`src/common/fcl_pkg.sv`:
```
package fcl_pkg;

  // ****************************************
  // fuse and signature offsets
  // ****************************************
  localparam logic [7:0] OFS_WATCHDOG_CFG = 8'h00;
  localparam logic [7:0] OFS_BROWNOUT_CFG = 8'h01;
  localparam logic [7:0] OFS_OSC_CFG = 8'h02;
  localparam logic [7:0] OFS_TIMER_D_CFG = 8'h04;
  localparam logic [7:0] OFS_SYS_CFG_A = 8'h05;
  localparam logic [7:0] OFS_SYS_CFG_B = 8'h06;
  localparam logic [7:0] OFS_APP_END = 8'h07;
  localparam logic [7:0] OFS_BOOT_END = 8'h08;
  localparam logic [7:0] OFS_LOCK = 8'h0a;
  localparam logic [7:0] OFS_ERR_LOW_SUPPLY = 8'h24;
  localparam logic [7:0] OFS_ERR_HIGH_SUPPLY = 8'h25;

  // ****************************************
  // field positions
  // ****************************************
  localparam int WDT_WINDOW_LSB = 4;
  localparam int WDT_PERIOD_LSB = 0;
  localparam int BOD_LVL_LSB = 5;
  localparam int BOD_SAMP_BIT = 4;
  localparam int BOD_ACTIVE_LSB = 2;
  localparam int BOD_SLEEP_LSB = 0;
  localparam int OSC_LOCK_BIT = 7;
  localparam int OSC_FSEL_LSB = 0;
  localparam int TCD_EN_LSB = 4;
  localparam int TCD_DEF_LSB = 0;

  // ****************************************
  // codes and counts
  // ****************************************
  localparam logic [1:0] FSEL_16MHZ = 2'h1;
  localparam logic [1:0] FSEL_20MHZ = 2'h2;
  localparam logic [3:0] LOAD_CYCLES = 4'h5;
  localparam logic [7:0] RESET_BYTE = 8'h00;

  typedef struct packed {
    logic [3:0] window;
    logic [3:0] period;
  } fcl_wdt_s;

  typedef struct packed {
    logic [2:0] threshold;
    logic sample_rate;
    logic [1:0] active_mode;
    logic [1:0] sleep_mode;
  } fcl_bod_s;

  typedef struct packed {
    logic cal_lock;
    logic [1:0] freq_select;
    logic [7:0] freq_cal;
    logic [3:0] temp_cal;
  } fcl_osc_s;

  typedef struct packed {
    logic [3:0] pin_enable;
    logic [3:0] default_state;
  } fcl_tcd_s;

endpackage : fcl_pkg

```
`src/hdl/fcl_fuse_array.sv`:
```
`timescale 1ns/1ps
// ****************************************
// fuse storage: debug port writes, cpu reads only
// ****************************************
module fcl_fuse_array
  import fcl_pkg::*;
#(
  parameter int DEPTH = 16
) (
  input wire logic clk,
  input wire logic sys_rst,
  input wire logic [7:0] rd_addr,
  output logic [7:0] rd_data,
  input wire logic dbg_wr,
  input wire logic [7:0] dbg_addr,
  input wire logic [7:0] dbg_wdata,
  input wire logic [7:0] ld_addr,
  output logic [7:0] ld_data
);
  logic [7:0] mem_ff [DEPTH];
  wire rd_hit = rd_addr < 8'(DEPTH);
  wire ld_hit = ld_addr < 8'(DEPTH);

  assign rd_data = rd_hit ? mem_ff[rd_addr[3:0]] : RESET_BYTE;
  assign ld_data = ld_hit ? mem_ff[ld_addr[3:0]] : RESET_BYTE;

  always_ff @(posedge clk) begin
    if (dbg_wr && dbg_addr < 8'(DEPTH)) begin
      mem_ff[dbg_addr[3:0]] <= dbg_wdata;
    end
  end

endmodule : fcl_fuse_array

```
`src/hdl/fcl_cal_table.sv`:
```
`timescale 1ns/1ps
// ****************************************
// factory calibration selection by frequency
// ****************************************
module fcl_cal_table
  import fcl_pkg::*;
(
  input wire logic [1:0] freq_select,
  input wire logic [7:0] cal16_freq,
  input wire logic [3:0] cal16_temp,
  input wire logic [7:0] cal20_freq,
  input wire logic [3:0] cal20_temp,
  output logic [7:0] freq_cal,
  output logic [3:0] temp_cal
);
  wire use20 = freq_select == FSEL_20MHZ;
  assign freq_cal = use20 ? cal20_freq : cal16_freq;
  assign temp_cal = use20 ? cal20_temp : cal16_temp;

endmodule : fcl_cal_table

```
`src/hdl/fcl_loader.sv`:
```
`timescale 1ns/1ps
module fcl_loader
  import fcl_pkg::*;
#(
  parameter int FUSE_DEPTH = 16
) (
  input wire logic clk,
  input wire logic sys_rst,
  input wire logic por_flag,
  input wire logic [7:0] cpu_addr,
  input wire logic cpu_rd,
  input wire logic cpu_wr,
  output logic [7:0] cpu_rdata,
  output logic cpu_wr_denied,
  input wire logic dbg_rd,
  input wire logic dbg_wr,
  input wire logic [7:0] dbg_addr,
  input wire logic [7:0] dbg_wdata,
  output logic [7:0] dbg_rdata,
  input wire logic [7:0] err_low_supply,
  input wire logic [7:0] err_high_supply,
  input wire logic [7:0] cal16_freq,
  input wire logic [3:0] cal16_temp,
  input wire logic [7:0] cal20_freq,
  input wire logic [3:0] cal20_temp,
  input wire logic osc_cal_access,
  output logic osc_cal_refused,
  output fcl_wdt_s wdt_cfg,
  output fcl_bod_s bod_cfg,
  output fcl_osc_s osc_cfg,
  output fcl_tcd_s tcd_cfg,
  output logic periph_rst,
  output logic load_done
);

  // ****************************************
  // sequencer
  // ****************************************
  typedef enum logic [3:0] {
    ST_RESET = 4'b0001,
    ST_LOAD = 4'b0010,
    ST_APPLY = 4'b0100,
    ST_RUN = 4'b1000
  } fcl_state_e;

  fcl_state_e state_ff;
  fcl_state_e nxt_state;
  logic [3:0] cnt_ff;
  logic por_seen_ff;
  logic [7:0] ld_addr;
  logic [7:0] ld_data;
  logic [7:0] rd_addr;
  logic [7:0] arr_rdata;
  logic [7:0] wdt_b_ff, bod_b_ff, osc_b_ff, tcd_b_ff;
  fcl_wdt_s wdt_ff;
  fcl_bod_s bod_ff;
  fcl_osc_s osc_ff;
  fcl_tcd_s tcd_ff;
  logic [7:0] cpu_rdata_ff, dbg_rdata_ff;
  logic denied_ff, refused_ff, prst_ff, done_ff;
  logic [7:0] fcal;
  logic [3:0] tcal;

  always_comb begin
    nxt_state = state_ff;
    case (state_ff)
      ST_RESET: nxt_state = ST_LOAD;
      ST_LOAD: if (cnt_ff == LOAD_CYCLES - 4'h1) nxt_state = ST_APPLY;
      ST_APPLY: nxt_state = ST_RUN;
      ST_RUN: nxt_state = ST_RUN;
      default: nxt_state = ST_RESET;
    endcase
  end

  // fuse walk order: watchdog, brownout, oscillator, timer
  function automatic logic [7:0] walk_addr(input logic [3:0] idx);
    case (idx)
      4'h1: walk_addr = OFS_WATCHDOG_CFG;
      4'h2: walk_addr = OFS_BROWNOUT_CFG;
      4'h3: walk_addr = OFS_OSC_CFG;
      4'h4: walk_addr = OFS_TIMER_D_CFG;
      default: walk_addr = OFS_WATCHDOG_CFG;
    endcase
  endfunction : walk_addr

  assign ld_addr = walk_addr(cnt_ff);
  assign rd_addr = dbg_rd ? dbg_addr : cpu_addr;

  fcl_fuse_array #(
    .DEPTH(FUSE_DEPTH)
  ) u_fuses (
    .clk(clk),
    .sys_rst(sys_rst),
    .rd_addr(rd_addr),
    .rd_data(arr_rdata),
    .dbg_wr(dbg_wr),
    .dbg_addr(dbg_addr),
    .dbg_wdata(dbg_wdata),
    .ld_addr(ld_addr),
    .ld_data(ld_data)
  );

  fcl_cal_table u_cal (
    .freq_select(osc_b_ff[OSC_FSEL_LSB +: 2]),
    .cal16_freq(cal16_freq),
    .cal16_temp(cal16_temp),
    .cal20_freq(cal20_freq),
    .cal20_temp(cal20_temp),
    .freq_cal(fcal),
    .temp_cal(tcal)
  );

  always_ff @(posedge clk) begin
    if (sys_rst) begin
      state_ff <= ST_RESET;
      cnt_ff <= 4'h0;
    end else begin
      state_ff <= nxt_state;
      cnt_ff <= (state_ff == ST_LOAD) ? cnt_ff + 4'h1 : 4'h0;
    end
  end

  // power-on kind is caught at reset release, not under reset value
  always_ff @(posedge clk) begin
    if (state_ff == ST_RESET) begin
      por_seen_ff <= por_flag;
    end
  end

  // ****************************************
  // staging of fuse bytes
  // ****************************************
  // bytes captured during start-up
  always_ff @(posedge clk) begin
    if (sys_rst) begin
      wdt_b_ff <= RESET_BYTE;
      bod_b_ff <= RESET_BYTE;
      osc_b_ff <= RESET_BYTE;
      tcd_b_ff <= RESET_BYTE;
    end else if (state_ff == ST_LOAD) begin
      if (cnt_ff == 4'h1) wdt_b_ff <= ld_data;
      if (cnt_ff == 4'h2) bod_b_ff <= ld_data;
      if (cnt_ff == 4'h3) osc_b_ff <= ld_data;
      if (cnt_ff == 4'h4) tcd_b_ff <= ld_data;
    end
  end

  // ****************************************
  // target registers
  // ****************************************
  wire apply = state_ff == ST_APPLY;
  wire por_apply = apply && por_seen_ff;

  always_ff @(posedge clk) begin
    if (apply) begin
      wdt_ff.window <= wdt_b_ff[WDT_WINDOW_LSB +: 4];
      wdt_ff.period <= wdt_b_ff[WDT_PERIOD_LSB +: 4];
    end
  end

  always_ff @(posedge clk) begin
    if (por_apply) begin
      bod_ff.threshold <= bod_b_ff[BOD_LVL_LSB +: 3];
      bod_ff.sample_rate <= bod_b_ff[BOD_SAMP_BIT];
      bod_ff.active_mode <= bod_b_ff[BOD_ACTIVE_LSB +: 2];
      bod_ff.sleep_mode <= bod_b_ff[BOD_SLEEP_LSB +: 2];
    end
  end

  always_ff @(posedge clk) begin
    if (apply) begin
      osc_ff.cal_lock <= osc_b_ff[OSC_LOCK_BIT];
      osc_ff.freq_select <= osc_b_ff[OSC_FSEL_LSB +: 2];
      osc_ff.freq_cal <= fcal;
      osc_ff.temp_cal <= tcal;
    end
  end

  always_ff @(posedge clk) begin
    if (por_apply) begin
      tcd_ff.pin_enable <= tcd_b_ff[TCD_EN_LSB +: 4];
      tcd_ff.default_state <= tcd_b_ff[TCD_DEF_LSB +: 4];
    end
  end

  // ****************************************
  // read paths
  // ****************************************
  // low and high supply error bytes, fuse array byte otherwise
  function automatic logic [7:0] sel_read(input logic [7:0] a,
                                          input logic [7:0] arr,
                                          input logic [7:0] lo,
                                          input logic [7:0] hi);
    case (a)
      OFS_ERR_LOW_SUPPLY: sel_read = lo;
      OFS_ERR_HIGH_SUPPLY: sel_read = hi;
      default: sel_read = arr;
    endcase
  endfunction : sel_read

  // signature bytes passed in so the mux follows their changes
  wire [7:0] rd_sel = sel_read(rd_addr, arr_rdata, err_low_supply,
                               err_high_supply);

  always_ff @(posedge clk) begin
    if (sys_rst) begin
      cpu_rdata_ff <= RESET_BYTE;
      dbg_rdata_ff <= RESET_BYTE;
      denied_ff <= 1'b0;
    end else begin
      if (cpu_rd && !dbg_rd) cpu_rdata_ff <= rd_sel;
      if (dbg_rd) dbg_rdata_ff <= rd_sel;
      denied_ff <= cpu_wr;
    end
  end

  always_ff @(posedge clk) begin
    if (sys_rst) begin
      refused_ff <= 1'b0;
      prst_ff <= 1'b1;
      done_ff <= 1'b0;
    end else begin
      refused_ff <= osc_cal_access && osc_ff.cal_lock
                    && state_ff == ST_RUN;
      prst_ff <= state_ff != ST_RUN;
      done_ff <= state_ff == ST_RUN;
    end
  end

  assign wdt_cfg = wdt_ff;
  assign bod_cfg = bod_ff;
  assign osc_cfg = osc_ff;
  assign tcd_cfg = tcd_ff;
  assign cpu_rdata = cpu_rdata_ff;
  assign dbg_rdata = dbg_rdata_ff;
  assign cpu_wr_denied = denied_ff;
  assign osc_cal_refused = refused_ff;
  assign periph_rst = prst_ff;
  assign load_done = done_ff;

  // ****************************************
  // checks
  // ****************************************
  wdt_copy_a: assert property (@(posedge clk) disable iff (sys_rst)
    apply |=> wdt_cfg.window == $past(wdt_b_ff[7:4]))
    else $error("watchdog window not loaded");
  wdt_period_a: assert property (@(posedge clk) disable iff (sys_rst)
    apply |=> wdt_cfg.period == $past(wdt_b_ff[3:0]))
    else $error("watchdog period not loaded");
  bod_keep_a: assert property (@(posedge clk) disable iff (sys_rst)
    (apply && !por_seen_ff) |=> $stable(bod_cfg))
    else $error("brownout changed on warm reset");
  bod_lvl_a: assert property (@(posedge clk) disable iff (sys_rst)
    por_apply |=> bod_cfg.threshold == $past(bod_b_ff[7:5]))
    else $error("brownout threshold wrong");
  tcd_keep_a: assert property (@(posedge clk) disable iff (sys_rst)
    (apply && !por_seen_ff) |=> $stable(tcd_cfg))
    else $error("timer settings changed on warm reset");
  osc_lock_a: assert property (@(posedge clk) disable iff (sys_rst)
    (osc_cal_access && osc_cfg.cal_lock && state_ff == ST_RUN)
    |=> osc_cal_refused)
    else $error("locked calibration not refused");
  load_time_a: assert property (@(posedge clk)
    $fell(sys_rst) |-> ##[7:8] load_done)
    else $error("load not done in time");
  hold_rst_a: assert property (@(posedge clk) disable iff (sys_rst)
    !load_done |-> periph_rst)
    else $error("peripherals released early");
  cpu_deny_a: assert property (@(posedge clk) disable iff (sys_rst)
    cpu_wr |=> cpu_wr_denied)
    else $error("cpu write not denied");
  err_read_a: assert property (@(posedge clk) disable iff (sys_rst)
    (cpu_rd && !dbg_rd && cpu_addr == OFS_ERR_LOW_SUPPLY)
    |=> cpu_rdata == $past(err_low_supply))
    else $error("low supply error byte wrong");
  err_high_a: assert property (@(posedge clk) disable iff (sys_rst)
    (dbg_rd && dbg_addr == OFS_ERR_HIGH_SUPPLY)
    |=> dbg_rdata == $past(err_high_supply))
    else $error("high supply error byte wrong");
  bod_rate_a: assert property (@(posedge clk) disable iff (sys_rst)
    por_apply |=> bod_cfg.sample_rate == $past(bod_b_ff[4]))
    else $error("brownout sample rate wrong");
  bod_act_a: assert property (@(posedge clk) disable iff (sys_rst)
    por_apply |=> bod_cfg.active_mode == $past(bod_b_ff[3:2]))
    else $error("brownout active mode wrong");
  bod_sleep_a: assert property (@(posedge clk) disable iff (sys_rst)
    por_apply |=> bod_cfg.sleep_mode == $past(bod_b_ff[1:0]))
    else $error("brownout sleep mode wrong");
  lock_copy_a: assert property (@(posedge clk) disable iff (sys_rst)
    apply |=> osc_cfg.cal_lock == $past(osc_b_ff[7]))
    else $error("calibration lock bit wrong");
  fsel_copy_a: assert property (@(posedge clk) disable iff (sys_rst)
    apply |=> osc_cfg.freq_select == $past(osc_b_ff[1:0]))
    else $error("frequency select wrong");
  cal20_a: assert property (@(posedge clk) disable iff (sys_rst)
    (apply && osc_b_ff[1:0] == FSEL_20MHZ) |=>
    osc_cfg.freq_cal == $past(cal20_freq)
    && osc_cfg.temp_cal == $past(cal20_temp))
    else $error("20 MHz calibration not written");
  cal16_a: assert property (@(posedge clk) disable iff (sys_rst)
    (apply && osc_b_ff[1:0] == FSEL_16MHZ) |=>
    osc_cfg.freq_cal == $past(cal16_freq)
    && osc_cfg.temp_cal == $past(cal16_temp))
    else $error("16 MHz calibration not written");
  tcd_pins_a: assert property (@(posedge clk) disable iff (sys_rst)
    por_apply |=> tcd_cfg.pin_enable == $past(tcd_b_ff[7:4]))
    else $error("compare pin enables wrong");
  tcd_fault_a: assert property (@(posedge clk) disable iff (sys_rst)
    por_apply |=> tcd_cfg.default_state == $past(tcd_b_ff[3:0]))
    else $error("compare default states wrong");
  fuse_hold_a: assert property (@(posedge clk) disable iff (sys_rst)
    (state_ff == ST_RUN) |=> $stable(wdt_cfg) && $stable(bod_cfg)
    && $stable(osc_cfg) && $stable(tcd_cfg))
    else $error("target changed outside load");

endmodule : fcl_loader

```
`config.mk`:
```
export PLATFORM = sky130hd
export DESIGN_NAME = fcl_loader
export DESIGN_NICKNAME = d
export VERILOG_FILES = /design/src/common/fcl_pkg.sv /design/src/hdl/fcl_fuse_array.sv /design/src/hdl/fcl_cal_table.sv /design/src/hdl/fcl_loader.sv
export SDC_FILE = /design/constraint.sdc
export NUM_CORES = 1
export LEC_CHECK = 0
export BUFFER_PORTS_ARGS = -buffer_cell sky130_fd_sc_hd__buf_2
export CORE_MARGIN = 5
export CORE_UTILIZATION = 50
export DETAILED_ROUTE_END_ITERATION = 8
export PLACE_DENSITY = 0.71
export SYNTH_ARGS = -nofsm -noshare
export SYNTH_HDL_FRONTEND = slang
export SYNTH_SLANG_ARGS = --single-unit
```
`constraint.sdc`:
```
create_clock -name clk -period 4.6 [get_ports clk]
set_clock_uncertainty 0.15 [all_clocks]
set_input_delay 0.23 -clock clk [delete_from_list [all_inputs] [get_ports clk]]
set_output_delay 0.23 -clock clk [all_outputs]
set_load 0.005 [all_outputs]
```
; Word level (Yosys, flattened, before mapping)
; Memory sizes are Yosys's and may differ from the RTL's.
; Index checks and enable logic that the tools add are counted.
[totals]
wordCells = 67
inputBits = 72
ram_bits = 128
reg_bits = 100
out_inout_bits = 59
n_memories = 1
[classes]
bitwise = 1
n_eq_ne = 13
n_reduce_logical = 12
add_sub_neg = 1
muxes = 11
order_cmp = 3
[memory_table]
columns = name, depth, width, rd, rd_ports_with_merged_regs, write_ports, line
row1 = u_fuses.mem_ff, 16, 8, 2, 0, 1, fcl_fuse_array.sv:20  ; logic [7:0] mem_ff [DEPTH];
[ops]
columns = cell, n
row1 = 2-to-1 mux 8 bit, 4
row2 = equality test 8 x 6 -> 1 bit (second input constant), 2
row3 = < comparator 8 x 5 -> 1 bit (second input constant), 2
row4 = case mux 8 bit (2 select lines), 1
row5 = equality test 4 x 2 -> 1 bit (second input constant), 3
row6 = case mux 4 bit (3 select lines), 1
row7 = case mux 3 bit (3 select lines), 1
row8 = equality test 4 x 1 -> 1 bit (second input constant), 2
row9 = equality test 4 x 3 -> 1 bit (second input constant), 2
row10 = 2-to-1 mux 4 bit, 2
row11 = AND reduction 2 bit, 4
row12 = logical AND 1 bit, 5
row13 = < comparator 3 x 5 -> 1 bit (second input constant), 1
row14 = adder 4 x 1 -> 4 bit (second input constant), 1
row15 = equality test 4 bit (second input constant), 1
row16 = != test 4 bit (second input constant), 1
row17 = OR reduction 2 bit, 2
row18 = equality test 2 bit (second input constant), 1
row19 = 2-to-1 mux 1 bit, 2
row20 = != test 2 bit (second input constant), 1
row21 = logical NOT 1 bit, 1
row22 = NOT 1 bit, 1

; Logic depth before layout (Yosys ltp)
[depth]
ltp_word = 4
mapped_depth = 9
ltp_nobuf = 8

; Cells and area by module
; From an unflattened synthesis, not the netlist that was laid out.
[unflattened]
cells_unflattened = 662
area_unflattened_um2 = 10132.2
[modules_own_cells]
columns = mod, cells_per_inst, seq_area_each_um2, area_per_inst_um2, instances
row1 = fcl_fuse_array, 344, 3843.7, 6149.6, 1
row2 = fcl_loader, 304, 2302.2, 3776.1, 1
row3 = fcl_cal_table, 14, 0.0, 206.4, 1

; Least setup slack after synthesis
; Ideal clock, no wire load.
[synth_timing]
path_kind = register to register
startpoint = register state_ff[1]
endpoint = register bod_ff (netlist bit bod_cfg[0]), enable pin
period_less_slack_ns = 4.184
setup_ns = 0.374
path_stages_with_launch = 4
n_path_buf = 1
required_time_ns = 4.076
arrival_ns = 3.660
slack_ns = 0.416
cell_sequence = dfxtp_1 buf_2 nor4b_1 and2_1
[synth_via]
elab_chain_cells = 2
[synth_lines]
columns = element, line
row1 = from (decl), fcl_loader.sv:46  ; fcl_state_e state_ff;
row2 = from (signal assigned), fcl_loader.sv:118  ; state_ff <= nxt_state;
row3 = equality test 4 x 3 -> 1 bit, fcl_loader.sv:151  ; wire apply = state_ff == ST_APPLY;
row4 = logical AND 1 bit, fcl_loader.sv:152  ; wire por_apply = apply && por_seen_ff;
row5 = named net por_apply, fcl_loader.sv:152
row6 = to (decl), fcl_loader.sv:56  ; fcl_bod_s bod_ff;
; The timed path passes the listed nets, and every way through them passes these cells.
; A chain may end at the register's enable or synchronous reset.

; Worst setup path in the final report
[layout_timing]
startpoint = register cnt_ff[0]
endpoint = register bod_b_ff[5]
[layout_via]
elab_chain_cells = 4
word_cells_on_any_way = 8
classes_between = order compare (1) / eq/ne (3) / mux (2) / reduce/logical (1) / memory (1)
[layout_lines]
columns = element, line
row1 = from (decl), fcl_loader.sv:48  ; logic [3:0] cnt_ff;
row2 = from (signal assigned), fcl_loader.sv:119  ; cnt_ff <= (state_ff == ST_LOAD) ? cnt_ff + 4'h1 : 4'h0;
row3 = "equality test 4 x 3 -> 1 bit, or another cell as far along", fcl_loader.sv:77  ; case (idx)
row4 = case mux 3 bit (3 select lines), fcl_loader.sv:77
row5 = memory read (16 x 8 bit) or < comparator 3 x 5 -> 1 bit (tied branches), n/a
row6 = 2-to-1 mux 8 bit, fcl_fuse_array.sv:25  ; assign ld_data = ld_hit ? mem_ff[ld_addr[3:0]] : RESET_BYTE;
row7 = to (signal assigned), fcl_loader.sv:142  ; if (cnt_ff == 4'h2) bod_b_ff <= ld_data;
row8 = to (decl), fcl_loader.sv:54  ; logic [7:0] wdt_b_ff, bod_b_ff, osc_b_ff, tcd_b_ff;
; Several ways; a longest one is shown, not always the timed one.

==> qor.csv <==
stage,metric,value,unit
power_and_ir_drop,sequential power share,51.1,%
placement,HPWL after DPL,18500,um
cells_and_area,Final Util,60.5,%
yosys,"count leader, synth",edfxtp_1,
cts,Worst-path clk slew,60,ps
floorplanning,Top Ports,131,
yosys,Post-synth ARST share,0,%
sta,fin crit period,3170,ps
route,DRC errors left,0,
cts,Root Buffer,clkbuf_16,
critical_path,worst-path fanout max,21,
power_and_ir_drop,maximum VDD drop,0.000183,V
placement,Final Wtd Congestion,0.937,
sta,Achievable Freq,315,MHz
critical_path,Worst Path Required,4860,ps
yosys,Synth cell types,65,
placement,placed standard-cell area,10600,um^2
route,Vias/cell,6.14,
power_and_ir_drop,Gate power share,7.5,%
cells_and_area,share of cells above drive strength 1,21.0,%
cells_and_area,Finished Layout Cells,1253,
yosys,Syn Nets,904,
cts,Max Buffers Root-to-Sink,3,
power_and_ir_drop,Switching Fraction,22.3,%
cts,worst skew pair latency,520,ps
critical_path,WP data arrival,3430,ps
cts,post-CTS sizing,0,
power_and_ir_drop,Switching Power,0.953,mW
floorplanning,Initial Util,50.8,%
sta,final setup fails,0,
route,total wire length,28000,um
global_routing,vias in the first global route,7338,
route,Iter 0 DRT Violations,1117,
critical_path,WS Path Type,reg -> reg,
cells_and_area,area grow syn2layout,19.2,%
cts,H-tree level count,1,
sta,final hold vios,0,
yosys,Cells after Synth,828,
sta,RSZ-0062 raised after global routing,false,
yosys,most frequent cells after synthesis,"edfxtp_1, nand2_1, nor2_1",
cts,CTS tree,yes,
global_routing,initial antenna violation count,0,
cts,Num CTS Buffers,23,
yosys,Post-synth EDFFs,168,
power_and_ir_drop,Leak Pwr,4.12,nW
global_routing,GR Util All Layers,24.1,%
yosys,Yosys warnings,0,
placement,"worst slack, placed",1440,ps
yosys,sequential area share after synthesis,62.2,%
floorplanning,DIE AREA,22700,um^2
global_routing,largest net degree at the start of global routing,50,
floorplanning,Core ar.,19500,um^2
yosys,top cell type's share of synthesized area,51.1,%
floorplanning,row cnt,51,
yosys,mapped cell area,9880,um^2
yosys,ys flop type,edfxtp_1,
yosys,"flops & latches, synth",223,
sta,setup tns final,0,ps
yosys,synth top area cells,"edfxtp_1, dfxtp_1, nand2_1",
route,DR WL/cell,22.4,um
cts,clock sinks,223,
cells_and_area,Final Instance Area,11800,um^2
status,outcome,completed,
min_path,min-delay worst type,in -> reg,
floorplanning,Chip Width,151,um
power_and_ir_drop,power per cell area,363,nW/um^2
sta,measured slew at the worst slew-check pin,1170,ps
global_routing,total grt overflow,0,
cells_and_area,Diodes inserted,0,
global_routing,first-pass GRT wire length,42200,um
sta,"Worst Setup Slack, final",1430,ps
sta,final slew viol count,0,
critical_path,Setup crit start kind,flop,
sta,relative slew slack,21.2,%
job,maxcap violations,0,
placement,# port buffers,130,
yosys,post-synth top area cell,edfxtp_1,
cells_and_area,fin nets,1050,
power_and_ir_drop,P_int,3.32,mW
power_and_ir_drop,Clk pwr share,41.4,%
yosys,"Avg Cell Area, Syn",11.9,um^2
placement,dpl cells,1171,
floorplanning,Die Y,151,um
route,Final ANT Viol Nets,0,
critical_path,CP endpoint kind,flop,
route,drt pass-1 iters,6,
sta,period utilisation layout,69.0,%
route,via count,7694,
critical_path,reg-to-reg setup timing slack,1430,ps
==> worst max-delay path, stage by stage (launching register included) <==
cell and delay (ps):
dfxtp_1 350, inv_1 90, ha_1 640, or3b_2 680
nor2_1 810, nor2_1 100, a211oi_1 260
==> cell usage in the layout (no fill, tap or decap), drive strengths merged, types with 14 or more instances in the layout <==
master | synthesis | routed
buf | 31 | 138
nand2 | 91 | 91
a21oi | 29 | 29
dlygate4sd3 | 0 | 43
o211ai | 33 | 33
a311oi | 17 | 17
inv | 25 | 26
a22oi | 14 | 14
clkbuf | 29 | 25
nor2 | 76 | 76
nor2b | 18 | 18
mux2 | 14 | 14
a211oi | 37 | 37
o21ai | 35 | 35
edfxtp | 168 | 168
dfxtp | 55 | 55
==> logic make-up (layout without fill, tap and decap cells) <==
kind of cell             after synthesis  count (layout)  synth area share, %
AO/OA/AOI/OAI                        239             239                 17.4
XOR/XNOR                               4               4                0.355
flip-flops                           223             223                 62.2
multiplexers                          29              29                 4.04
buffers and inverters                 85             245                 3.85
AND/OR/NAND/NOR                      244             244                 11.7
adder cells (fa/ha/maj)                4               4                0.506
==> power groups by stage <==
stage          Combinational (mW)  Sequential (mW)  Clock (mW)
6_report                    0.319             2.18        1.77
5_1_grt                     0.342             2.18        1.88
4_1_cts                     0.309             2.18        1.79
3_5_place_dp                0.283             2.23           0
3_3_place_gp                0.280             2.23           0
2_1_floorplan               0.174             2.22           0
==> per-stage QoR <==
step	hold WS, ps	power, mW
after CTS	9.73	4.28
final	10.9	4.27
after detailed placement	262	2.51
after global placement	259	2.51
after global routing	15.0	4.40
after floorplan	176	2.40
==> worst paths after layout <==
check / start / end / cells after the start
setup / recovery: cnt_ff[0]$_SDFF_PP0_ / bod_b_ff[5]$_SDFFE_PP0P_ / 6
hold / removal: dbg_wdata[4] / u_fuses.mem_ff[12][4]$_DFFE_PP_ / 1
setup reg to reg: cnt_ff[0]$_SDFF_PP0_ / bod_b_ff[5]$_SDFFE_PP0P_ / 6
hold reg to reg: tcd_b_ff[2]$_SDFFE_PP0P_ / tcd_cfg[2]$_DFFE_PP_ / 0
==> per-layer routing <==
metal | wire length, um | global-route usage (%)
met1 | 11400 | 34.5
met2 | 12400 | 37.7
met3 | 3510 | 4.88
met4 | 734 | 7.03
met5 | 0 | 0
==> registers in the layout, summed over array words and instances, names as in the netlist, 8 cells and up <==
signal	flops
tcd_b_ff	8
dbg_rdata	8
cpu_rdata	8
wdt_cfg	8
bod_b_ff	8
bod_cfg	8
osc_cfg	15
tcd_cfg	8
wdt_b_ff	8
u_fuses.mem_ff	128
==> final cells by class <==
class,count,area [um^2]
Timing Repair Buffer,181,1140
Clock buffer,25,583
Clock inverter,14,119
Sequential cell,223,6150
Inverter,25,93.8
Fill cell,1501,7690
Multi-Input combinational cell,520,3360
Tap cell,265,332
==> timing repair <==
item	in CTS	in global routing
buffers inserted	0	0
endpoints found under the setup margin	0	0
hold buffers	43	0
hold endpoints to repair	62	0
No activity file was read; power rests on OpenSTA's default activity.
